--- config.mk ---
export PLATFORM = sky130hd
export DESIGN_NAME = acm_port
export DESIGN_NICKNAME = d
export VERILOG_FILES = /design/src/pkg/acm_pkg.sv /design/src/acm_fifo.sv /design/src/acm_port.sv
export SDC_FILE = /design/constraint.sdc
export NUM_CORES = 1
export LEC_CHECK = 0
export BUFFER_PORTS_ARGS = -buffer_cell sky130_fd_sc_hd__buf_2
export CORE_MARGIN = 10
export CORE_UTILIZATION = 46
export CTS_CLUSTER_SIZE = 10
export DETAILED_ROUTE_END_ITERATION = 16
export PLACE_DENSITY = 0.62
export SYNTH_ARGS = -nofsm -noshare
export SYNTH_HDL_FRONTEND = slang
export SYNTH_SLANG_ARGS = --single-unit
--- constraint.sdc ---
create_clock -name clk_sys -period 2.45 [get_ports clk_sys]
set_input_delay 0.49 -clock clk_sys [delete_from_list [all_inputs] [get_ports clk_sys]]
set_output_delay 0.49 -clock clk_sys [all_outputs]
set_load 0.02 [all_outputs]
--- src/pkg/acm_pkg.sv ---
// audio port clock monitor: shared constants, enums and the sample carrier
// assumes one 200 MHz system clock; all serial pins are asynchronous to it
package acm_pkg;

  // ==========================================================
  // clocking and timing
  localparam int CLK_NS     = 5;       // clk_sys period
  localparam int HALT_NS    = 50000;   // silence on a clock pin that counts as a halt
  localparam int HALT_CYC   = (HALT_NS + CLK_NS - 1) / CLK_NS;
  // frame period windows per rate class, in ns
  localparam int R32_MIN_NS = 27000;
  localparam int R32_MAX_NS = 36000;
  localparam int R48_MIN_NS = 16000;
  localparam int R96_MIN_NS = 9000;
  localparam int R32_MIN    = (R32_MIN_NS + CLK_NS - 1) / CLK_NS;
  localparam int R32_MAX    = R32_MAX_NS / CLK_NS;
  localparam int R48_MIN    = (R48_MIN_NS + CLK_NS - 1) / CLK_NS;
  localparam int R96_MIN    = (R96_MIN_NS + CLK_NS - 1) / CLK_NS;

  // ==========================================================
  // field widths and sizes
  localparam int CNT_W      = 16;      // idle and period counters
  localparam int RATIO_W    = 10;      // bit clocks per frame, up to 1023
  localparam int WORD_W     = 32;      // longest accepted audio word
  localparam int CHAN_W     = 4;       // stereo side or tdm slot index
  localparam int TDM_SLOT   = 32;      // bits per tdm slot
  localparam int FIFO_DEPTH = 8;

  // supported bit clock to word clock ratios
  localparam logic [RATIO_W-1:0] RAT_32  = 10'h020;
  localparam logic [RATIO_W-1:0] RAT_64  = 10'h040;
  localparam logic [RATIO_W-1:0] RAT_128 = 10'h080;
  localparam logic [RATIO_W-1:0] RAT_256 = 10'h100;
  localparam logic [RATIO_W-1:0] RAT_512 = 10'h200;

  // ==========================================================
  // enumerations
  typedef enum logic [1:0] {
    FMT_I2S = 2'b00,
    FMT_LJ  = 2'b01,
    FMT_RJ  = 2'b10,
    FMT_TDM = 2'b11
  } acm_fmt_e;

  typedef enum logic [1:0] {
    WL_16 = 2'b00,
    WL_20 = 2'b01,
    WL_24 = 2'b10,
    WL_32 = 2'b11
  } acm_wlen_e;

  typedef enum logic [2:0] {
    RATE_NONE = 3'b000,
    RATE_32K  = 3'b001,
    RATE_48K  = 3'b010,
    RATE_96K  = 3'b011,
    RATE_BAD  = 3'b100
  } acm_rate_e;

  typedef enum logic [1:0] {
    ST_LOCK = 2'b00,
    ST_PLAY = 2'b01,
    ST_HALT = 2'b10
  } acm_state_e;

  // one received audio word, left aligned, with its channel
  typedef struct packed {
    logic [CHAN_W-1:0] chan;
    logic [WORD_W-1:0] data;
  } acm_sample_s;

  localparam int SAMPLE_W = CHAN_W + WORD_W;

endpackage

--- src/acm_fifo.sv ---
// small first-in first-out buffer with a registered read side
// assumes both sides run on clk_sys; in_ready falls when all entries hold data
module acm_fifo
  import acm_pkg::*;
#(
  parameter int WIDTH = SAMPLE_W,
  parameter int DEPTH = FIFO_DEPTH
) (
  input  wire logic             clk_sys,
  input  wire logic             rst,
  input  wire logic             in_valid,
  output logic                  in_ready,
  input  wire logic [WIDTH-1:0] in_data,
  output logic                  out_valid,
  input  wire logic             out_ready,
  output logic [WIDTH-1:0]      out_data
);
  localparam int AW = $clog2(DEPTH);

  typedef struct packed {
    logic [DEPTH-1:0][WIDTH-1:0] mem;
    logic [AW-1:0]               wr;
    logic [AW-1:0]               rd;
    logic [AW:0]                 cnt;
    logic                        ov;
    logic [WIDTH-1:0]            od;
  } acm_fifo_st_s;

  acm_fifo_st_s q;
  acm_fifo_st_s next_q;
  logic         push;
  logic         load;

  // ==========================================================
  // storage and output stage
  assign in_ready  = (q.cnt != (AW+1)'(DEPTH));
  assign out_valid = q.ov;
  assign out_data  = q.od;

  // the output register refills as soon as it empties; a word is written one cycle and loaded the next, so two cycles of latency
  always_comb begin
    next_q = q;
    push   = in_valid && in_ready;
    load   = (q.cnt != '0) && (!q.ov || out_ready);
    if (push) begin
      next_q.mem[q.wr] = in_data;
      next_q.wr        = q.wr + 1'b1;
    end
    if (load) begin
      next_q.od = q.mem[q.rd];
      next_q.rd = q.rd + 1'b1;
    end
    next_q.ov  = load || (q.ov && !out_ready);
    next_q.cnt = q.cnt + (AW+1)'(push) - (AW+1)'(load);
  end

  always_ff @(posedge clk_sys) begin
    if (rst) begin
      q <= '0;
    end else begin
      q <= next_q;
    end
  end

endmodule

--- src/acm_port.sv ---
// serial audio receive port with clock supervision
// assumes bit clock, word clock and data arrive asynchronously on pins; format and
// word length inputs are static levels from logic on clk_sys
// Notes on behaviour
// - every processing clock follows the bit clock
// - sense 32, 48 or 96 kHz class automatically
// - clock stop: sleep processor, amplifier outputs high-impedance
// - clocks back: resume play, settings kept
// - data bits sampled on bit clock rising edge
// - word clock: channel select, or tdm frame sync
// - stereo formats: 16-32 bits, 32 or 64 fs
// - tdm ratios depend on rate class
// - halt or bad ratio raises clock error
// - rate change mid-run is re-detected without reconfiguring
// - samples are two's complement, msb first, to 32 bits
// - tdm frame starts on word clock rising edge
module acm_port
  import acm_pkg::*;
#(
  parameter int HALT_CYCLES = HALT_CYC
) (
  input  wire logic    clk_sys,
  input  wire logic    rst,
  input  wire logic    bit_clk,
  input  wire logic    word_frame_sync,
  input  wire logic    serial_data_in,
  input  wire acm_fmt_e  fmt_sel,
  input  wire acm_wlen_e word_len,
  output logic         smp_valid,
  input  wire logic    smp_ready,
  output acm_sample_s  smp,
  output logic         clk_error,
  output logic         proc_sleep,
  output logic         amp_hiz,
  output logic         proc_clk_en,
  output acm_rate_e    fs_rate,
  output logic         overrun
);

  typedef struct packed {
    logic [2:0]         s1;       // pin synchroniser, first stage
    logic [2:0]         s2;
    logic [2:0]         s3;
    logic [2:0]         lvl;      // filtered pin levels
    acm_state_e         st;
    logic               wprev;    // word clock at previous bit clock rise
    logic               fprev;    // framing level at previous bit clock rise
    logic               in_word;
    logic [5:0]         bitcnt;
    logic [WORD_W-1:0]  sh;
    logic [CHAN_W-1:0]  chan;
    logic [CNT_W-1:0]   per_cnt;
    logic [RATIO_W-1:0] fbits;
    logic               seen;     // a frame start has opened the measurement
    logic [CNT_W-1:0]   b_idle;
    logic [CNT_W-1:0]   w_idle;
    acm_rate_e          lk_rate;
    logic [RATIO_W-1:0] lk_ratio;
    logic               push;
    acm_sample_s        push_smp;
    logic               clk_error;
    logic               proc_sleep;
    logic               amp_hiz;
    logic               proc_clk_en;
    logic               overrun;
  } acm_port_st_s;

  acm_port_st_s q;
  acm_port_st_s next_q;
  logic         fifo_ready;

  localparam logic [CNT_W-1:0] HALT_LIM = CNT_W'(HALT_CYCLES);

  // ==========================================================
  // helpers
  function automatic logic [5:0] wbits(input acm_wlen_e wl);
    case (wl)
      WL_16:   wbits = 6'h10;
      WL_20:   wbits = 6'h14;
      WL_24:   wbits = 6'h18;
      default: wbits = 6'h20;
    endcase
  endfunction

  // frame period in clk_sys cycles to rate class
  function automatic acm_rate_e classify(input logic [CNT_W-1:0] p);
    if (p >= CNT_W'(R32_MIN) && p <= CNT_W'(R32_MAX)) begin
      classify = RATE_32K;
    end else if (p >= CNT_W'(R48_MIN) && p < CNT_W'(R32_MIN)) begin
      classify = RATE_48K;
    end else if (p >= CNT_W'(R96_MIN) && p < CNT_W'(R48_MIN)) begin
      classify = RATE_96K;
    end else begin
      classify = RATE_BAD;
    end
  endfunction

  function automatic logic ratio_ok(input acm_rate_e r, input logic [RATIO_W-1:0] b,
                                    input logic tdm);
    if (r == RATE_BAD || r == RATE_NONE) begin
      ratio_ok = 1'b0;
    end else if (!tdm) begin
      ratio_ok = (b == RAT_32) || (b == RAT_64);
    end else begin
      case (r)
        RATE_32K: ratio_ok = (b == RAT_128);
        RATE_48K: ratio_ok = (b == RAT_128) || (b == RAT_256) || (b == RAT_512);
        default:  ratio_ok = (b == RAT_128) || (b == RAT_256);
      endcase
    end
  endfunction

  // ==========================================================
  // next state
  // pins pass three flops; a level counts once stages two and three agree
  always_comb begin
    logic        brise;
    logic        wchg;
    logic        tdm;
    logic        wcur;
    logic        dbit;
    logic        frame;
    logic        fstart;
    logic        bound;
    logic        halt;
    logic        meas;
    logic        ok;
    acm_rate_e   rate;
    logic [5:0]  wb;
    brise  = 1'b0;
    wchg   = 1'b0;
    tdm    = (fmt_sel == FMT_TDM);
    wcur   = q.s3[1];
    dbit   = q.s3[2];
    frame  = 1'b0;
    fstart = 1'b0;
    bound  = 1'b0;
    meas   = 1'b0;
    halt   = 1'b0;
    ok     = 1'b0;
    rate   = classify(q.per_cnt);
    wb     = wbits(word_len);
    next_q = q;
    next_q.s1 = {serial_data_in, word_frame_sync, bit_clk};
    next_q.s2 = q.s1;
    next_q.s3 = q.s2;
    for (int i = 0; i < 3; i++) begin
      if (q.s2[i] == q.s3[i]) begin
        next_q.lvl[i] = q.s3[i];
      end
    end
    brise = (q.s2[0] == q.s3[0]) && q.s3[0] && !q.lvl[0];
    wchg  = (q.s2[1] == q.s3[1]) && (q.s3[1] != q.lvl[1]);
    next_q.push        = 1'b0;
    next_q.overrun     = 1'b0;
    next_q.proc_clk_en = brise && (q.st == ST_PLAY);

    // idle timers restart on every edge of their pin
    next_q.b_idle  = (q.s2[0] != q.s3[0]) ? '0 :
                     (q.b_idle == HALT_LIM) ? q.b_idle : q.b_idle + 1'b1;
    next_q.w_idle  = wchg ? '0 : (q.w_idle == HALT_LIM) ? q.w_idle : q.w_idle + 1'b1;
    halt           = (q.b_idle == HALT_LIM) || (q.w_idle == HALT_LIM);
    next_q.per_cnt = (&q.per_cnt) ? q.per_cnt : q.per_cnt + 1'b1;

    // receive on each bit clock rise; i2s frames one bit after the word clock edge
    if (brise) begin
      frame        = (fmt_sel == FMT_I2S) ? q.wprev : wcur;
      fstart       = wcur && !q.wprev;
      bound        = tdm ? (fstart || q.bitcnt == 6'(TDM_SLOT)) : (frame != q.fprev);
      next_q.wprev = wcur;
      next_q.fprev = frame;
      if (bound) begin
        if (q.in_word && q.st == ST_PLAY) begin
          // msb first, left aligned so the sign bit lands in bit 31
          next_q.push_smp.data = q.sh << (6'(WORD_W) - wb);
          next_q.push_smp.chan = q.chan;
          next_q.push          = fifo_ready;
          next_q.overrun       = !fifo_ready;
        end
        next_q.in_word = 1'b1;
        next_q.bitcnt  = 6'h01;
        next_q.sh      = {{(WORD_W-1){1'b0}}, dbit};
        if (tdm) begin
          next_q.chan = fstart ? '0 : q.chan + 1'b1;
        end else begin
          next_q.chan = {3'h0, (fmt_sel == FMT_I2S) ? frame : !frame};
        end
      end else begin
        // right justified keeps the last bits, the others the first ones
        if (fmt_sel == FMT_RJ || q.bitcnt < wb) begin
          next_q.sh = {q.sh[WORD_W-2:0], dbit};
        end
        next_q.bitcnt = (&q.bitcnt) ? q.bitcnt : q.bitcnt + 1'b1;
      end
      if (fstart) begin
        meas           = q.seen;
        next_q.seen    = 1'b1;
        next_q.per_cnt = '0;
        next_q.fbits   = 10'h001;
      end else begin
        next_q.fbits = (&q.fbits) ? q.fbits : q.fbits + 1'b1;
      end
    end
    ok = ratio_ok(rate, q.fbits, tdm);

    // supervision: halt beats everything, a changed frame forces a new lock
    case (q.st)
      ST_LOCK: begin
        if (meas) begin
          next_q.lk_rate   = rate;
          next_q.lk_ratio  = q.fbits;
          next_q.clk_error = !ok;
          if (ok && rate == q.lk_rate && q.fbits == q.lk_ratio) begin
            next_q.st = ST_PLAY;
          end
        end
      end
      ST_PLAY: begin
        if (meas && (!ok || rate != q.lk_rate || q.fbits != q.lk_ratio)) begin
          next_q.st        = ST_LOCK;
          next_q.clk_error = !ok;
          next_q.lk_rate   = rate;
          next_q.lk_ratio  = q.fbits;
        end
      end
      ST_HALT: begin
        if (!halt) begin
          next_q.st = ST_LOCK;
        end
      end
      default: begin
        next_q.st = ST_LOCK;
      end
    endcase
    if (halt) begin
      next_q.st        = ST_HALT;
      next_q.clk_error = 1'b1;
      next_q.seen      = 1'b0;
      next_q.in_word   = 1'b0;
      next_q.lk_rate   = RATE_NONE;
    end
    next_q.proc_sleep = (next_q.st == ST_HALT);
    next_q.amp_hiz    = (next_q.st != ST_PLAY);
  end

  // ==========================================================
  // state register
  always_ff @(posedge clk_sys) begin
    if (rst) begin
      q            <= '0;
      q.st         <= ST_LOCK;
      q.lk_rate    <= RATE_NONE;
      q.amp_hiz    <= 1'b1;
    end else begin
      q <= next_q;
    end
  end

  // ==========================================================
  // sample buffer; the serial link cannot stall, so a full buffer drops and flags
  acm_fifo #(
    .WIDTH (SAMPLE_W),
    .DEPTH (FIFO_DEPTH)
  ) u_fifo (
    .clk_sys   (clk_sys),
    .rst       (rst),
    .in_valid  (q.push),
    .in_ready  (fifo_ready),
    .in_data   (q.push_smp),
    .out_valid (smp_valid),
    .out_ready (smp_ready),
    .out_data  (smp)
  );

  assign clk_error   = q.clk_error;
  assign proc_sleep  = q.proc_sleep;
  assign amp_hiz     = q.amp_hiz;
  assign proc_clk_en = q.proc_clk_en;
  assign fs_rate     = q.lk_rate;
  assign overrun     = q.overrun;

endmodule

# Yosys cells after proc, flatten, opt, wreduce, memory -nomap -nowiden
# Cells that the tools add are included.
[op_classes]
add_sub_neg = 11
magnitude_cmp = 10
eq_ne = 34
n_shift = 1
n_mux = 40
bitwise_logic = 3
reduce_logical = 57
[op_table]
columns = ["operator", "count"]
rows = [
  ["$bwmux 288", 1],
  ["$bmux 36 s3", 1],
  ["$demux 36 s3", 1],
  ["$mux 36", 2],
  ["$add 16x1->16 const B", 3],
  ["$mux 38", 1],
  ["$eq 16x14->1 const B", 2],
  ["$mux 16", 2],
  ["$mux 32", 1],
  ["$shl 32x6->32", 1],
  ["$mux 27", 1],
  ["$mux 13", 2],
  ["$pmux 13 s2", 1],
  ["$mux 10", 2],
  ["$pmux 6 s3", 1],
  ["$ge 16x11->1 const B", 1],
  ["$ge 16x12->1 const B", 1],
  ["$ge 16x13->1 const B", 1],
  ["$le 16x13->1 const B", 1],
  ["$logic_and 1x1->1", 16],
  ["$lt 16x12->1 const B", 1],
  ["$lt 16x13->1 const B", 1],
  ["$reduce_and 16->1", 1],
  ["$logic_or 1x1->1", 11],
  ["other kinds (52)", 100],
]
[totals]
register_bits = 507
in_bits = 10
output_inout_bits = 45
elab_cells = 196

# Longest topological paths before layout
# Gate-level depths: netlist (run 1).
[depth]
word_depth = 17
mapped_depth = 12
depth_no_buf = 10

# Hierarchy
# From an unflattened synthesis (run 1), not the netlist that was laid out.
[hier_totals]
cells_unflattened = 2732
hier_area_um2 = 23219.8
[by_module_without_submodules]
columns = ["module", "n_inst", "cells_each", "area_each_um2", "seq_area_each_um2"]
rows = [
  ["acm_fifo", 1, 1732, 14899.3, 6706.4],
  ["acm_port", 1, 1000, 8320.5, 3443.3],
]

# Worst setup path after synthesis (run 1)
# Ideal clock, no wire load.
[synth_path]
path_type = "input -> register"
start = "input smp_ready"
end = "register u_fifo.q[39] (netlist bit)"
setup_time_ps = 128
arrival_time_ps = 2494
t_required_ps = 2322
slack_ps = -172
cell_stages = 11
path_buffers = 2
cell_sequence = "nand2b_1 -> a21boi_1 -> clkbuf_1 -> clkbuf_1 -> ha_1 -> inv_1 -> ha_1 -> inv_1 -> fa_1 -> xor2_1 -> nor2_1"
[synth_via]
elab_chain_cells = 3
[synth_lines]
columns = ["element", "line", "source"]
rows = [
  ["from (decl)", "acm_port.sv:30", "input wire logic smp_ready,"],
  ["$logic_or 1x1->1", "acm_fifo.sv:44", "load = (q.cnt != '0) && (!q.ov || out_ready);"],
  ["$logic_and 1x1->1", "acm_fifo.sv:44", ""],
  ["net u_fifo.load", "acm_fifo.sv:32", "logic load;"],
  ["$sub 4x1->4", "acm_fifo.sv:54", "next_q.cnt = q.cnt + (AW+1)'(push) - (AW+1)'(load);"],
  ["to (signal assigned)", "acm_fifo.sv:61", "q <= next_q;"],
  ["to (decl)", "acm_fifo.sv:29", "acm_fifo_st_s q;"],
]
# The timed path passes the listed nets, and every way through them passes these cells.
# A chain may end at the register's enable or synchronous reset.

# Worst setup path after layout (run 1)
[layout_path]
start = "register q[151] (netlist bit)"
end = "register q[10] (netlist bit)"
[layout_via]
elab_chain_cells = 4
[layout_lines]
columns = ["element", "line", "source"]
rows = [
  ["from (decl)", "acm_port.sv:68", "acm_port_st_s q;"],
  ["from (signal assigned)", "acm_port.sv:255", "q <= next_q;"],
  ["$eq 6x6->1", "acm_port.sv:169", "bound = tdm ? (fstart || q.bitcnt == 6'(TDM_SLOT)) : (frame != q.fprev);"],
  ["$logic_or 1x1->1", "acm_port.sv:169", ""],
  ["$mux 1", "acm_port.sv:169", ""],
  ["$reduce_and 3->1 (no source line)", "--", ""],
]
# No other way between the ends.

==> report_table.html, run 1 <==
<table>
<tr><th>Metric</th><th>Value</th></tr>
<tr><th colspan="2">Timing</th></tr>
<tr><td>Least setup slack across all paths after layout</td><td>-0.00418 ns</td></tr>
<tr><td>Period utilisation layout</td><td>100%</td></tr>
<tr><td>Final setup violating endpoints</td><td>1</td></tr>
<tr><td>Worst Tran Pin Value</td><td>1.05 ns</td></tr>
<tr><td>RSZ-0062 raised after global routing</td><td>yes</td></tr>
<tr><td>Relative slew slack</td><td>30.3%</td></tr>
<tr><td>Period minus WS final</td><td>2.45 ns</td></tr>
<tr><td>Achievable Freq</td><td>407 MHz</td></tr>
<tr><td>Final Max Slew Viols</td><td>0</td></tr>
<tr><td>Final clock skew</td><td>0.0206 ns</td></tr>
<tr><td>Final hold vios</td><td>0</td></tr>
<tr><th colspan="2">Detailed routing</th></tr>
<tr><td>Drt wl/cell</td><td>approximately 18 um</td></tr>
<tr><td>Via count</td><td>17900</td></tr>
<tr><td>Ratio of routed vias to standard cells</td><td>5.59</td></tr>
<tr><td>Detail Route Antenna Nets</td><td>0</td></tr>
<tr><td>Iteration count of the initial detailed-routing pass</td><td>6</td></tr>
<tr><td>Detailed-route wire length</td><td>58.3 mm</td></tr>
<tr><td>Post-route DRC violation count</td><td>0</td></tr>
<tr><td>Number of DRC markers after the initial detailed-route iteration</td><td>1599</td></tr>
<tr><th colspan="2">Critical path</th></tr>
<tr><td>Critical Setup Path Class</td><td>reg2reg</td></tr>
<tr><td>Delay contributed by the slowest stage of the critical path</td><td>0.49 ns</td></tr>
<tr><td>Data required time of the critical path</td><td>2.99 ns</td></tr>
<tr><td>Maximum fanout count along the critical path</td><td>4</td></tr>
<tr><td>Crit path arrival time</td><td>2.99 ns</td></tr>
<tr><td>Crit path buffers/inverters</td><td>1</td></tr>
<tr><td>Chain of cells forming the critical path</td><td>inv_2 &gt; ha_4 &gt; or4b_1 &gt; o211ai_1 &gt; a21boi_2 &gt; nor3_2 &gt; nand3_2 &gt; or4_4 &gt; o21ai_2</td></tr>
<tr><td>Critical-path top delay cell</td><td>sky130_fd_sc_hd__or4_4</td></tr>
<tr><td>Worst path top cell family by delay</td><td>simple AND/OR/NAND/NOR gates</td></tr>
<tr><td>Critical path startpoint category</td><td>register</td></tr>
<tr><td>Capturing element type of the critical path</td><td>register</td></tr>
<tr><th colspan="2">Synth</th></tr>
<tr><td>Post-synth design cell area</td><td>between 20000 and 25000 um^2</td></tr>
<tr><td>Top-count cell post-synth</td><td>sky130_fd_sc_hd__nand2_1</td></tr>
<tr><td>Main combinational cell family by area after synthesis</td><td>simple AND/OR/NAND/NOR gates</td></tr>
<tr><td>Count of different cell masters after synthesis</td><td>69</td></tr>
<tr><td>Area share of the largest cell type after synthesis</td><td>between 40% and 50%</td></tr>
<tr><td>Post-Synthesis Cells</td><td>2602</td></tr>
<tr><td>Count of flip-flops with a built-in enable after synthesis</td><td>0</td></tr>
<tr><td>Synthesized-area fraction occupied by adder cells</td><td>1.62%</td></tr>
<tr><td>Post-synthesis share of cell area spent on xor and xnor gates</td><td>under 10%</td></tr>
<tr><td>Multiplexer fraction of the synthesized cell area</td><td>11.3%</td></tr>
<tr><td>Synth Warn #</td><td>0</td></tr>
<tr><td>Synth Flop Type</td><td>sky130_fd_sc_hd__dfxtp_1</td></tr>
<tr><td>Top cells by area, synth</td><td>sky130_fd_sc_hd__dfxtp_1, sky130_fd_sc_hd__nand2_1, sky130_fd_sc_hd__a21oi_1</td></tr>
<tr><td>Basic-gate share of the synthesized area counting and, or, nand and nor cells</td><td>20.1%</td></tr>
<tr><td>Fraction of the mapped netlist area in compound gates</td><td>13.0%</td></tr>
<tr><td>Avg Cell Area, Syn</td><td>8.50 um^2</td></tr>
<tr><td>List of most frequent post-synthesis cells</td><td>sky130_fd_sc_hd__nand2_1, sky130_fd_sc_hd__dfxtp_1, sky130_fd_sc_hd__a21oi_1</td></tr>
<tr><td>Number of nets produced by synthesis</td><td>around 2600</td></tr>
<tr><td>Number of flip-flops and latches in the synthesized netlist</td><td>roughly 510</td></tr>
<tr><td>Seq/Total Area, Yosys</td><td>45.9%</td></tr>
<tr><td>Fraction of registers with async set or reset after synthesis</td><td>0%</td></tr>
<tr><td>Library cell with the largest summed area after synthesis</td><td>sky130_fd_sc_hd__dfxtp_1</td></tr>
<tr><th colspan="2">Power and ir drop</th></tr>
<tr><td>Int Pwr</td><td>14.1 mW</td></tr>
<tr><td>IR drop worst, VDD</td><td>0.540 mV</td></tr>
<tr><td>Net Sw Frac</td><td>27.5%</td></tr>
<tr><td>Part of the total power dissipated in combinational logic</td><td>15.4%</td></tr>
<tr><td>Clock network fraction of design power</td><td>39.1%</td></tr>
<tr><td>Post-route total power</td><td>between 15 and 20 mW</td></tr>
<tr><td>Leakage Power</td><td>8.61 nW</td></tr>
<tr><td>Power per standard cell area</td><td>759 nW/um^2</td></tr>
<tr><td>NetSw</td><td>5.34 mW</td></tr>
<tr><td>Part of the total power dissipated in sequential elements</td><td>between 40 and 50%</td></tr>
<tr><th colspan="2">Clock tree</th></tr>
<tr><td>Number of clock sinks</td><td>507</td></tr>
<tr><td>Buffer type at the clock tree root</td><td>sky130_fd_sc_hd__clkbuf_16</td></tr>
<tr><td>Bufs on Longest Clock Path</td><td>3</td></tr>
<tr><td>Clk_lat worst skew</td><td>about 0.62 ns</td></tr>
<tr><td>CTS buffer count</td><td>58</td></tr>
<tr><td>Number of levels in the clock H-tree</td><td>2</td></tr>
<tr><td>Clock edge transition at the registers on the reported setup and hold paths</td><td>approximately 0.050 ns</td></tr>
<tr><td>Clock tree from TritonCTS</td><td>built</td></tr>
<tr><th colspan="2">Die</th></tr>
<tr><td>Row count</td><td>80</td></tr>
<tr><td>Chip Height</td><td>~240 um</td></tr>
<tr><td>Die outline area</td><td>57200 um^2</td></tr>
<tr><td>Core area</td><td>47600 um^2</td></tr>
<tr><td>Starting Density</td><td>a little under half</td></tr>
<tr><td>Io pins</td><td>between 50 and 60</td></tr>
<tr><td>Horiz. Die Dim</td><td>239 um</td></tr>
<tr><th colspan="2">Outcome</th></tr>
<tr><td>Failing checks</td><td>negative setup slack</td></tr>
<tr><td>Status</td><td>finished, violations left</td></tr>
<tr><th colspan="2">Global route</th></tr>
<tr><td>Remaining global-route overflow</td><td>0</td></tr>
<tr><td>Vias in the first global route</td><td>16900</td></tr>
<tr><td>All-Layer GR Usage</td><td>19.5%</td></tr>
<tr><td>Antenna violations before repair</td><td>0</td></tr>
<tr><td>First-pass GRT wire length</td><td>91.1 mm</td></tr>
<tr><td>Maximum number of pins on one net before global-route repair</td><td>169</td></tr>
<tr><th colspan="2">Finish</th></tr>
<tr><td>Design Area, Final</td><td>25600 um^2</td></tr>
<tr><td>Final-stage net count</td><td>around 2600</td></tr>
<tr><td>Share of the core filled with cells</td><td>between 50% and 60%</td></tr>
<tr><td>Area growth syn-to-layout</td><td>15.8%</td></tr>
<tr><td>Fraction of layout instances using a drive strength above 1</td><td>17.1%</td></tr>
<tr><td>Area taken by flip-flops and latches</td><td>10200 um^2</td></tr>
<tr><td>Total inserted antenna cells</td><td>0</td></tr>
<tr><td>Area of the multi-input gates</td><td>11300 um^2</td></tr>
<tr><td>Total of fill cells in the finished design</td><td>4304</td></tr>
<tr><th colspan="2">Placement</th></tr>
<tr><td>Final weighted congestion in routability-driven placement</td><td>~0.84</td></tr>
<tr><td>IO buf count</td><td>54</td></tr>
<tr><td>Final HPWL from detailed placement</td><td>between 30 and 40 mm</td></tr>
<tr><td>Post-Place Cell Area</td><td>23300 um^2</td></tr>
<tr><th colspan="2">Run</th></tr>
<tr><td>Max capacitance violation total</td><td>0</td></tr>
<tr><th colspan="2">Hold path</th></tr>
<tr><td>Classification of the worst-slack hold path</td><td>in2reg</td></tr>
</table>
-- repair_timing --
action / 4_1_cts / 5_1_grt
pin swaps: 0 / 51
endpoints found under the setup margin: 14 / 97
buffers inserted: 0 / 7
hold buffers: 0 / 0
gates cloned: 0 / 7
gates resized for setup: 3 / 116
-- placed cells by master, fill, tap and decap left out, types with 23 or more instances in the layout --
cell | Yosys | final
sky130_fd_sc_hd__nand3_2 | 0 | 23
sky130_fd_sc_hd__dfxtp_1 | 507 | 497
sky130_fd_sc_hd__a211oi_1 | 59 | 57
sky130_fd_sc_hd__clkbuf_16 | 0 | 63
sky130_fd_sc_hd__xor2_1 | 46 | 46
sky130_fd_sc_hd__nand2_1 | 705 | 704
sky130_fd_sc_hd__buf_12 | 0 | 27
sky130_fd_sc_hd__nand3_1 | 67 | 39
sky130_fd_sc_hd__mux4_2 | 75 | 75
sky130_fd_sc_hd__buf_4 | 39 | 81
sky130_fd_sc_hd__nor2b_1 | 24 | 24
sky130_fd_sc_hd__buf_2 | 5 | 53
sky130_fd_sc_hd__ha_1 | 27 | 25
sky130_fd_sc_hd__mux2i_1 | 72 | 72
sky130_fd_sc_hd__nor2_1 | 153 | 150
sky130_fd_sc_hd__a21oi_1 | 364 | 341
-- cell families (layout without fill, tap and decap cells) --
logic type      after synthesis  count (layout)
flops                       507             507
simple gates               1059            1059
compound gates              506             506
fa+ha+maj                    28              28
buf+inv                     283             278
mux                         154             154
xor+xnor                     65              65
-- cell type report --
class	instances	share of cell area, %
Multi-Input combinational cell	1812	44.1
Sequential cell	507	39.7
Timing Repair Buffer	179	6.61
Clock buffer	68	5.93
Tap cell	615	3.00
Inverter	25	0.366
Clock inverter	6	0.298
-- per-stage QoR --
| step | hold slack (ns) | setup WS (ns) | setup TNS, ns | std cells |
|---|---|---|---|---|
| after floorplan | 0.414 | 0.0131 | 0 | 2602 |
| after global routing | 0.0861 | -0.161 | -4.95 | 3212 |
| after CTS | 0.0616 | 0.00879 | 0 | 3198 |
| final | 0.0955 | -0.00418 | -0.00418 | 3212 |
| after detailed placement | 0.427 | -0.0358 | -0.222 | 3124 |
| after global placement | 0.430 | -0.00588 | -0.0357 | 3124 |
-- sequential cells by signal, summed over array words and instances (netlist names) --
name / cells
fs_rate: 3
clk_error: 1
amp_hiz: 1
proc_clk_en: 1
overrun: 1
u_fifo.out_valid: 1
proc_sleep: 1
next_q: 6
q: 158
u_fifo.q: 298
u_fifo.out_data: 36
-- layer usage --
metal	vias to the layer above	global-route usage, %	wire (um)	share of wire, %
met5	-	0	0	0
met2	500	32.1	27600	47
met4	0	5.69	1230	2.1
met1	8611	25.8	25800	44
met3	89	3.39	3740	6.4
li1	8744	-	-	-
-- path summary, 6_finish.rpt --
kind	start	end	slack (ns)	cells after the start
worst max-delay path	q[151]$_SDFFE_PP0P_	q[10]$_SDFFE_PP0P_	-0.004	9
worst min register to register	next_q[167]$_SDFF_PP0_	next_q[164]$_SDFF_PP0_	0.44	1
worst max register to register	q[151]$_SDFFE_PP0P_	q[10]$_SDFFE_PP0P_	-0.004	9
worst min-delay path	serial_data_in	next_q[169]$_SDFF_PP0_	0.1	2
-- power groups by stage --
stage          clock network [mW]  logic [mW]  registers, mW
6_report                     7.60        3.00           8.84
5_1_grt                      8.06        3.31           8.88
3_5_place_dp                    0        3.01           9.02
2_1_floorplan                   0        2.50           8.86
3_3_place_gp                    0        2.98           9.01
4_1_cts                      7.76        3.03           8.84
Power figures use the tool's default switching activity.
==> run 2: changes to the inputs <==
--- a/config.mk
+++ b/config.mk
@@ -6,11 +6,12 @@
 export NUM_CORES = 1
 export LEC_CHECK = 0
 export BUFFER_PORTS_ARGS = -buffer_cell sky130_fd_sc_hd__buf_2
+export CORE_ASPECT_RATIO = 1.5
 export CORE_MARGIN = 10
 export CORE_UTILIZATION = 46
 export CTS_CLUSTER_SIZE = 10
 export DETAILED_ROUTE_END_ITERATION = 16
-export PLACE_DENSITY = 0.62
+export PLACE_DENSITY = 0.7
 export SYNTH_ARGS = -nofsm -noshare
 export SYNTH_HDL_FRONTEND = slang
 export SYNTH_SLANG_ARGS = --single-unit
==> report_table.html, run 2 (synthesis gave the netlist of run 1 again) <==
<table>
<tr><th>Metric</th><th>Value</th></tr>
<tr><th colspan="2">Global route</th></tr>
<tr><td>All-Layer GR Usage</td><td>19.4% (-0.10 points)</td></tr>
<tr><td>Remaining global-route overflow</td><td>0 (unchanged)</td></tr>
<tr><td>Met3 track utilization from global routing</td><td>2.99% (-0.40 points)</td></tr>
<tr><td>GR Layer Usage met1</td><td>21.9% (-3.9 points)</td></tr>
<tr><td>Vias in the first global route</td><td>17600 (+4.3%)</td></tr>
<tr><td>Layer with the highest usage after global routing</td><td>met2</td></tr>
<tr><td>Maximum number of pins on one net before global-route repair</td><td>137 (-19%)</td></tr>
<tr><td>Met2 track utilization from global routing</td><td>35.5% (+3.4 points)</td></tr>
<tr><td>Antenna violations before repair</td><td>3 (+3)</td></tr>
<tr><td>First-pass GRT wire length</td><td>91.3 mm (+0.22%)</td></tr>
<tr><th colspan="2">Clock tree</th></tr>
<tr><td>Bufs on Longest Clock Path</td><td>3 (unchanged)</td></tr>
<tr><td>Buffer type at the clock tree root</td><td>sky130_fd_sc_hd__clkbuf_16</td></tr>
<tr><td>Clk_lat worst skew</td><td>0.60 ns (-0.02 ns)</td></tr>
<tr><td>Number of levels in the clock H-tree</td><td>2 (unchanged)</td></tr>
<tr><td>Clock edge transition at the registers on the reported setup and hold paths</td><td>0.06 ns (about the same)</td></tr>
<tr><td>CTS buffer count</td><td>57 (-1.7%)</td></tr>
<tr><td>Clock tree from TritonCTS</td><td>built</td></tr>
<tr><td>Number of clock sinks</td><td>507 (unchanged)</td></tr>
<tr><th colspan="2">Critical path</th></tr>
<tr><td>Data required time of the critical path</td><td>2.96 ns (-0.03 ns)</td></tr>
<tr><td>Maximum fanout count along the critical path</td><td>4 (unchanged)</td></tr>
<tr><td>Delay contributed by the slowest stage of the critical path</td><td>0.47 ns (-0.02 ns)</td></tr>
<tr><td>Crit path buffers/inverters</td><td>1 (unchanged)</td></tr>
<tr><td>Chain of cells forming the critical path</td><td>inv_2 &gt; ha_4 &gt; or4b_1 &gt; o211ai_1 &gt; a21boi_2 &gt; nor3_2 &gt; nand3_2 &gt; or4_4 &gt; o21ai_1</td></tr>
<tr><td>Crit path arrival time</td><td>2.94 ns (-0.05 ns)</td></tr>
<tr><td>Critical Setup Path Class</td><td>reg2reg</td></tr>
<tr><td>Critical-path top delay cell</td><td>sky130_fd_sc_hd__or4_4</td></tr>
<tr><td>Worst path top cell family by delay</td><td>simple AND/OR/NAND/NOR gates</td></tr>
<tr><td>Critical path startpoint category</td><td>register</td></tr>
<tr><td>Capturing element type of the critical path</td><td>register</td></tr>
<tr><th colspan="2">Finish</th></tr>
<tr><td>Commonest non-fill, non-tap cells in the layout</td><td>sky130_fd_sc_hd__nand2_1, sky130_fd_sc_hd__dfxtp_1, sky130_fd_sc_hd__a21oi_1</td></tr>
<tr><td>Share of the core filled with cells</td><td>52.8% (-0.97 points)</td></tr>
<tr><td>Register ranked first by flip-flop count</td><td>u_fifo.q</td></tr>
<tr><td>Non-Filler Instances</td><td>3180 (-1.0%)</td></tr>
<tr><td>Design Area, Final</td><td>25100 um^2 (-1.9%)</td></tr>
<tr><td>Total inserted antenna cells</td><td>0 (unchanged)</td></tr>
<tr><td>Fraction of layout instances using a drive strength above 1</td><td>14.7% (-2.4 points)</td></tr>
<tr><td>Most common cell after layout, fill and taps aside</td><td>sky130_fd_sc_hd__nand2_1</td></tr>
<tr><td>Number of flip-flops in the largest register</td><td>298 (unchanged)</td></tr>
<tr><td>Area growth syn-to-layout</td><td>13.6%</td></tr>
<tr><td>Final-stage net count</td><td>2612 (-0.34%)</td></tr>
<tr><th colspan="2">Placement</th></tr>
<tr><td>Final HPWL from detailed placement</td><td>34.4 mm (+0.44%)</td></tr>
<tr><td>Placed instance count</td><td>3107 (-0.54%)</td></tr>
<tr><td>Post-Place Cell Area</td><td>23300 um^2 (-0.17%)</td></tr>
<tr><td>Final weighted congestion in routability-driven placement</td><td>0.856 (+1.8%)</td></tr>
<tr><td>IO buf count</td><td>54 (unchanged)</td></tr>
<tr><th colspan="2">Hold path</th></tr>
<tr><td>Classification of the worst-slack hold path</td><td>in2reg</td></tr>
<tr><th colspan="2">Timing</th></tr>
<tr><td>Relative slew slack</td><td>55.5% (+25 points)</td></tr>
<tr><td>Period utilisation layout</td><td>99.1% (-1.1 points)</td></tr>
<tr><td>Achievable Freq</td><td>412 MHz (+1.1%)</td></tr>
<tr><td>Worst Tran Pin Value</td><td>0.666 ns (-0.379 ns)</td></tr>
<tr><td>Final clock skew</td><td>0.0328 ns (+0.0121 ns)</td></tr>
<tr><td>Final Max Slew Viols</td><td>0 (unchanged)</td></tr>
<tr><td>RSZ-0062 raised after global routing</td><td>yes</td></tr>
<tr><td>Period minus WS final</td><td>2.43 ns (-0.0260 ns)</td></tr>
<tr><td>Final hold vios</td><td>0 (unchanged)</td></tr>
<tr><td>Final setup violating endpoints</td><td>0 (-1)</td></tr>
<tr><th colspan="2">Detailed routing</th></tr>
<tr><td>Number of DRC markers after the initial detailed-route iteration</td><td>1215 (-24%)</td></tr>
<tr><td>Drt wl/cell</td><td>17.8 um (-1.9%)</td></tr>
<tr><td>Detail Route Antenna Nets</td><td>0 (unchanged)</td></tr>
<tr><td>Ratio of routed vias to standard cells</td><td>5.69 (+1.8%)</td></tr>
<tr><td>Via count</td><td>18100 (+0.78%)</td></tr>
<tr><td>Iteration count of the initial detailed-routing pass</td><td>5 (-1)</td></tr>
<tr><td>Detailed-route wire length</td><td>56.6 mm (-2.9%)</td></tr>
<tr><td>Post-route DRC violation count</td><td>0 (unchanged)</td></tr>
<tr><th colspan="2">Power and ir drop</th></tr>
<tr><td>Power per standard cell area</td><td>767 nW/um^2 (+1.0%)</td></tr>
<tr><td>Part of the total power dissipated in combinational logic</td><td>15.5% (about the same)</td></tr>
<tr><td>Clock network fraction of design power</td><td>38.7% (-0.4 points)</td></tr>
<tr><td>IR drop worst, VDD</td><td>0.611 mV (+13%)</td></tr>
<tr><td>Part of the total power dissipated in sequential elements</td><td>45.8% (+0.4 points)</td></tr>
<tr><td>Net Sw Frac</td><td>27.2% (-0.20 points)</td></tr>
<tr><td>Post-route total power</td><td>19.3 mW (-0.95%)</td></tr>
<tr><td>Leakage Power</td><td>8.52 nW (-1.1%)</td></tr>
<tr><td>Int Pwr</td><td>14.0 mW (-0.67%)</td></tr>
<tr><td>NetSw</td><td>5.25 mW (-1.7%)</td></tr>
<tr><th colspan="2">Die</th></tr>
<tr><td>Starting Density</td><td>46.5% (+0.068 points)</td></tr>
<tr><td>Io pins</td><td>55 (unchanged)</td></tr>
<tr><td>Horiz. Die Dim</td><td>199 um (-17%)</td></tr>
<tr><td>Chip Height</td><td>289 um (+21%)</td></tr>
<tr><td>Core area</td><td>47600 um^2 (-0.15%)</td></tr>
<tr><td>Row count</td><td>98 (+23%)</td></tr>
<tr><td>Die outline area</td><td>57400 um^2 (+0.32%)</td></tr>
<tr><th colspan="2">Outcome</th></tr>
<tr><td>Status</td><td>finished, final reports clean</td></tr>
<tr><th colspan="2">Run</th></tr>
<tr><td>Max capacitance violation total</td><td>0 (unchanged)</td></tr>
</table>
run 2: power groups by stage:
| stage | Combinational (mW) | Sequential, mW | Clock, mW |
|---|---|---|---|
| 4_1_cts | 3.03 | 8.83 | 7.59 |
| 6_report | 2.99 | 8.82 | 7.45 |
| 5_1_grt | 3.29 | 8.87 | 7.89 |
| 3_3_place_gp | 2.98 | 8.99 | 0 |
| 3_5_place_dp | 3.03 | 9.00 | 0 |
| 2_1_floorplan | 2.50 | 8.86 | 0 |
run 2: area by class of cell:
cell class / instances / area, um^2
Multi-Input combinational cell: 1812 / 11000
Clock buffer: 61 / 1480
Fill cell: 4347 / 22500
Clock inverter: 4 / 73.8
Inverter: 25 / 93.8
Sequential cell: 507 / 10200
Timing Repair Buffer: 171 / 1570
Tap cell: 600 / 751
run 2: stage by stage:
step | setup TNS (ns) | hold slack, ns | setup WS (ns)
global placement | -0.362 | 0.425 | -0.0443
detailed placement | -1.49 | 0.426 | -0.111
global route | -2.52 | 0.109 | -0.132
CTS | -0.000954 | 0.0888 | -0.000954
floorplan | 0 | 0.414 | 0.0131
finish | 0 | 0.109 | 0.0218
run 2: path summary, 6_finish.rpt:
check                      start                     end  slack (ns)  cells after the start
min reg2reg    q[166]$_SDFF_PP0_     q[118]$_SDFFE_PP0P_        0.43                      2
max reg2reg  q[150]$_SDFFE_PP0P_      q[11]$_SDFFE_PP0P_        0.02                      9
min                      bit_clk  next_q[167]$_SDFF_PP0_        0.11                      2
max          q[150]$_SDFFE_PP0P_      q[11]$_SDFFE_PP0P_        0.02                      9
run 2: layer usage:
metal	share of wire (%)	routed length, um	vias to the layer above
met5	0.041	23	-
met2	52	29600	543
met4	3.6	2020	6
li1	-	-	8694
met1	38	21700	8694
met3	5.8	3290	147
run 2: timing repair:
| item | 4_1_cts | 5_1_grt |
|---|---|---|
| hold buffers | 0 | 0 |
| pin swaps | 0 | 12 |
| gates cloned | 0 | 1 |
| resized for setup | 2 | 51 |
| hold endpoints to repair | 0 | 0 |
| setup buffers | 0 | 7 |
| endpoints found under the setup margin | 17 | 104 |
==> run 3: changes to the inputs <==
--- a/config.mk
+++ b/config.mk
@@ -14,4 +14,5 @@
 export PLACE_DENSITY = 0.7
 export SYNTH_ARGS = -nofsm -noshare
 export SYNTH_HDL_FRONTEND = slang
+export SYNTH_HIERARCHICAL = 1
 export SYNTH_SLANG_ARGS = --single-unit
==> report_table.html, run 3 <==
<table>
<tr><th>Metric</th><th>Value</th></tr>
<tr><th colspan="2">Clock tree</th></tr>
<tr><td>Number of clock sinks</td><td>507 (unchanged)</td></tr>
<tr><td>Clock edge transition at the registers on the reported setup and hold paths</td><td>0.05 ns (about the same)</td></tr>
<tr><td>Buffer type at the clock tree root</td><td>sky130_fd_sc_hd__clkbuf_16</td></tr>
<tr><td>Clock tree from TritonCTS</td><td>built</td></tr>
<tr><td>Number of levels in the clock H-tree</td><td>2 (unchanged)</td></tr>
<tr><td>Bufs on Longest Clock Path</td><td>3 (unchanged)</td></tr>
<tr><td>Clk_lat worst skew</td><td>0.63 ns (+0.03 ns)</td></tr>
<tr><td>CTS buffer count</td><td>57 (unchanged)</td></tr>
<tr><th colspan="2">Detailed routing</th></tr>
<tr><td>Detailed-route wire length</td><td>60.2 mm (+6.3%)</td></tr>
<tr><td>Via count</td><td>19000 (+5.3%)</td></tr>
<tr><td>Detail Route Antenna Nets</td><td>0 (unchanged)</td></tr>
<tr><td>Number of DRC markers after the initial detailed-route iteration</td><td>1288 (+6.0%)</td></tr>
<tr><td>Iteration count of the initial detailed-routing pass</td><td>5 (unchanged)</td></tr>
<tr><td>Post-route DRC violation count</td><td>0 (unchanged)</td></tr>
<tr><td>Ratio of routed vias to standard cells</td><td>5.65 (-0.56%)</td></tr>
<tr><td>Drt wl/cell</td><td>17.9 um (+0.39%)</td></tr>
<tr><th colspan="2">Timing</th></tr>
<tr><td>Final Max Slew Viols</td><td>0 (unchanged)</td></tr>
<tr><td>Final hold vios</td><td>0 (unchanged)</td></tr>
<tr><td>Worst Tran Pin Value</td><td>0.778 ns (+0.112 ns)</td></tr>
<tr><td>Period minus WS final</td><td>2.41 ns (-0.0146 ns)</td></tr>
<tr><td>Period utilisation layout</td><td>98.5% (-0.59 points)</td></tr>
<tr><td>Achievable Freq</td><td>414 MHz (+0.60%)</td></tr>
<tr><td>Final setup violating endpoints</td><td>0 (unchanged)</td></tr>
<tr><td>RSZ-0062 raised after global routing</td><td>yes</td></tr>
<tr><td>Final clock skew</td><td>0.0424 ns (+0.00966 ns)</td></tr>
<tr><td>Relative slew slack</td><td>48.1% (-7.3 points)</td></tr>
<tr><th colspan="2">Synth</th></tr>
<tr><td>Area share of the largest cell type after synthesis</td><td>43.7% (-2.2 points)</td></tr>
<tr><td>Top-count cell post-synth</td><td>sky130_fd_sc_hd__nand2_1</td></tr>
<tr><td>Synth Warn #</td><td>6 (+6)</td></tr>
<tr><td>Top cells by area, synth</td><td>sky130_fd_sc_hd__dfxtp_1, sky130_fd_sc_hd__nand2_1, sky130_fd_sc_hd__a21oi_1</td></tr>
<tr><td>Fraction of registers with async set or reset after synthesis</td><td>0% (unchanged)</td></tr>
<tr><td>Synth Flop Type</td><td>sky130_fd_sc_hd__dfxtp_1</td></tr>
<tr><td>Count of different cell masters after synthesis</td><td>80 (+16%)</td></tr>
<tr><td>Post-Synthesis Cells</td><td>2732 (+5.0%)</td></tr>
<tr><td>Post-synth design cell area</td><td>23200 um^2 (+5.0%)</td></tr>
<tr><td>List of most frequent post-synthesis cells</td><td>sky130_fd_sc_hd__nand2_1, sky130_fd_sc_hd__dfxtp_1, sky130_fd_sc_hd__a21oi_1</td></tr>
<tr><td>Count of flip-flops with a built-in enable after synthesis</td><td>0 (unchanged)</td></tr>
<tr><td>Seq/Total Area, Yosys</td><td>43.7% (-2.2 points)</td></tr>
<tr><td>Number of flip-flops and latches in the synthesized netlist</td><td>507 (unchanged)</td></tr>
<tr><td>Library cell with the largest summed area after synthesis</td><td>sky130_fd_sc_hd__dfxtp_1</td></tr>
<tr><td>Avg Cell Area, Syn</td><td>8.50 um^2 (about the same)</td></tr>
<tr><td>Number of nets produced by synthesis</td><td>2770 (+4.9%)</td></tr>
<tr><th colspan="2">Critical path</th></tr>
<tr><td>Crit Reg-Reg Startpoint</td><td>q[105]$_SDFF_PP0_</td></tr>
<tr><td>Worst path top cell family by delay</td><td>compound AO/OA/AOI/OAI gates</td></tr>
<tr><td>Critical Setup Path Class</td><td>reg2reg</td></tr>
<tr><td>Critical-path top delay cell</td><td>sky130_fd_sc_hd__or3_1</td></tr>
<tr><td>Reg-to-reg slack, setup</td><td>0.04 ns (about the same)</td></tr>
<tr><td>Capturing element type of the critical path</td><td>register</td></tr>
<tr><td>Number of cells on the worst reg-to-reg path</td><td>9 (unchanged)</td></tr>
<tr><td>Critical path startpoint category</td><td>register</td></tr>
<tr><td>Crit path buffers/inverters</td><td>2 (+1)</td></tr>
<tr><td>Data required time of the critical path</td><td>2.97 ns (about the same)</td></tr>
<tr><td>Chain of cells forming the critical path</td><td>or3_1 &gt; nor3_2 &gt; o31ai_4 &gt; buf_4 &gt; o21a_1 &gt; o221a_2 &gt; a21oi_4 &gt; buf_6 &gt; mux2i_2</td></tr>
<tr><td>Delay contributed by the slowest stage of the critical path</td><td>0.41 ns (-0.06 ns)</td></tr>
<tr><td>Destination of the worst register-to-register timing path</td><td>q[49]$_SDFFE_PP0P_</td></tr>
<tr><td>Crit path arrival time</td><td>2.94 ns (about the same)</td></tr>
<tr><td>Maximum fanout count along the critical path</td><td>5 (+1)</td></tr>
<tr><th colspan="2">Die</th></tr>
<tr><td>Die outline area</td><td>60000 um^2 (+4.6%)</td></tr>
<tr><td>Io pins</td><td>55 (unchanged)</td></tr>
<tr><td>Row count</td><td>100 (+2.0%)</td></tr>
<tr><td>Core area</td><td>49800 um^2 (+4.7%)</td></tr>
<tr><td>Horiz. Die Dim</td><td>203 um (+2.2%)</td></tr>
<tr><td>Chip Height</td><td>295 um (+2.3%)</td></tr>
<tr><td>Starting Density</td><td>46.6% (+0.15 points)</td></tr>
<tr><th colspan="2">Global route</th></tr>
<tr><td>All-Layer GR Usage</td><td>19.4% (about the same)</td></tr>
<tr><td>First-pass GRT wire length</td><td>96.4 mm (+5.7%)</td></tr>
<tr><td>Antenna violations before repair</td><td>1 (-2)</td></tr>
<tr><td>Maximum number of pins on one net before global-route repair</td><td>141 (+2.9%)</td></tr>
<tr><td>Vias in the first global route</td><td>18600 (+5.4%)</td></tr>
<tr><td>Remaining global-route overflow</td><td>0 (unchanged)</td></tr>
<tr><th colspan="2">Power and ir drop</th></tr>
<tr><td>IR drop worst, VDD</td><td>0.703 mV (+15%)</td></tr>
<tr><td>Leakage Power</td><td>8.69 nW (+2.0%)</td></tr>
<tr><td>Power per standard cell area</td><td>779 nW/um^2 (+1.5%)</td></tr>
<tr><th colspan="2">Placement</th></tr>
<tr><td>Final weighted congestion in routability-driven placement</td><td>0.896 (+4.7%)</td></tr>
<tr><td>Final HPWL from detailed placement</td><td>38.8 mm (+13%)</td></tr>
<tr><td>Post-Place Cell Area</td><td>23800 um^2 (+2.3%)</td></tr>
<tr><td>IO buf count</td><td>54 (unchanged)</td></tr>
<tr><th colspan="2">Run</th></tr>
<tr><td>Max capacitance violation total</td><td>0 (unchanged)</td></tr>
<tr><th colspan="2">Outcome</th></tr>
<tr><td>Status</td><td>finished, final reports clean</td></tr>
<tr><th colspan="2">Finish</th></tr>
<tr><td>Total of fill cells in the finished design</td><td>4681 (+7.7%)</td></tr>
<tr><td>Commonest non-fill, non-tap cells in the layout</td><td>sky130_fd_sc_hd__nand2_1, sky130_fd_sc_hd__dfxtp_1, sky130_fd_sc_hd__a21oi_1</td></tr>
<tr><td>Share of the core filled with cells</td><td>51.3% (-1.5 points)</td></tr>
<tr><td>Design Area, Final</td><td>25500 um^2 (+1.7%)</td></tr>
<tr><td>Register ranked first by flip-flop count</td><td>u_fifo/q</td></tr>
<tr><td>Number of flip-flops in the largest register</td><td>298 (unchanged)</td></tr>
<tr><td>Area growth syn-to-layout</td><td>9.99%</td></tr>
<tr><td>Final-stage net count</td><td>2735 (+4.7%)</td></tr>
<tr><td>Fraction of layout instances using a drive strength above 1</td><td>15.4% (+0.70 points)</td></tr>
<tr><td>Most common cell after layout, fill and taps aside</td><td>sky130_fd_sc_hd__nand2_1</td></tr>
<tr><td>Total inserted antenna cells</td><td>0 (unchanged)</td></tr>
<tr><th colspan="2">Hold path</th></tr>
<tr><td>Classification of the worst-slack hold path</td><td>in2reg</td></tr>
<tr><td>Min-Delay Startpoint</td><td>word_frame_sync</td></tr>
<tr><td>Count of cells along the worst hold path</td><td>2 (unchanged)</td></tr>
<tr><td>End of the worst hold path</td><td>next_q[168]$_SDFF_PP0_</td></tr>
</table>
run 3: final cells by class:
cell class	instances	area (um^2)	area share (%)
clock inverters	4	76.3	0.299
clock buffers	61	1460	5.73
repair buffers	183	1460	5.72
flip-flops and latches	507	10200	39.8
well taps	663	830	3.25
multi-input cells	1920	11400	44.8
inverters	28	105	0.412
run 3: cell families after synthesis:
| kind of cell | synth area share, % |
|---|---|
| and+or+nand+nor | 21.5 |
| adders and majority gates | 1.54 |
| buffers and inverters | 7.61 |
| DFF | 43.7 |
| AOI/OAI and AO/OA | 14.8 |
| muxes | 8.58 |
| xor gates and xnor gates | 2.30 |
run 3: how the worst max path moves through the flow:
stage | from | endpoint | cells after the start
2_1_floorplan | fmt_sel[0] | q[17]$_SDFFE_PP0P_ | 11
3_3_place_gp | fmt_sel[0] | q[20]$_SDFFE_PP0P_ | 8
3_5_place_dp | q[111]$_SDFF_PP0_ | q[49]$_SDFFE_PP0P_ | 9
4_1_cts | u_fifo/q[39]$_SDFF_PP0_ | u_fifo/q[39]$_SDFF_PP0_ | 12
5_1_grt | q[104]$_SDFF_PP0_ | q[42]$_SDFFE_PP0P_ | 10
6_report | q[105]$_SDFF_PP0_ | q[49]$_SDFFE_PP0P_ | 9
run 3: routing by layer:
layer / wire length, um / up-vias / track usage (%)
li1: - / 9123 / -
met1: 23400 / 9214 / 21.3
met2: 31500 / 529 / 35.8
met3: 3010 / 166 / 3.21
met4: 2270 / 2 / 8.43
met5: 7 / - / 0
run 3: worst register-to-register path, cell delays in order, from the launching register on:
cell and delay [ns]:
sky130_fd_sc_hd__dfxtp_1 0.30, sky130_fd_sc_hd__or3_1 0.41, sky130_fd_sc_hd__nor3_2 0.24, sky130_fd_sc_hd__o31ai_4 0.15, sky130_fd_sc_hd__buf_4 0.16, sky130_fd_sc_hd__o21a_1 0.19
sky130_fd_sc_hd__o221a_2 0.29, sky130_fd_sc_hd__a21oi_4 0.23, sky130_fd_sc_hd__buf_6 0.17, sky130_fd_sc_hd__mux2i_2 0.20
run 3: power breakdown:
| group | switching, mW | internal [mW] |
|---|---|---|
| clock network | 3.24 | 4.18 |
| registers | 0.217 | 8.57 |
| logic | 2.38 | 1.31 |
run 3: repair_timing:
action,in CTS,in global routing
pin swaps,0,5
setup endpoints to repair,10,24
buffers inserted,0,7
gates cloned,0,1
gates resized for setup,4,31
hold buffers,0,0
run 3: per-stage QoR:
stage	power [mW]	worst slack (ns)	TNS (ns)	hold slack (ns)	cells
floorplan	11.8	0.00198	0	0.414	2732
detailed placement	12.6	-0.157	-1.50	0.427	3293
CTS	20.0	0.0283	0	0.0592	3358
global placement	12.5	-0.0136	-0.209	0.420	3293
global route	20.7	-0.0640	-0.435	0.0779	3366
finish	19.9	0.0364	0	0.0859	3366
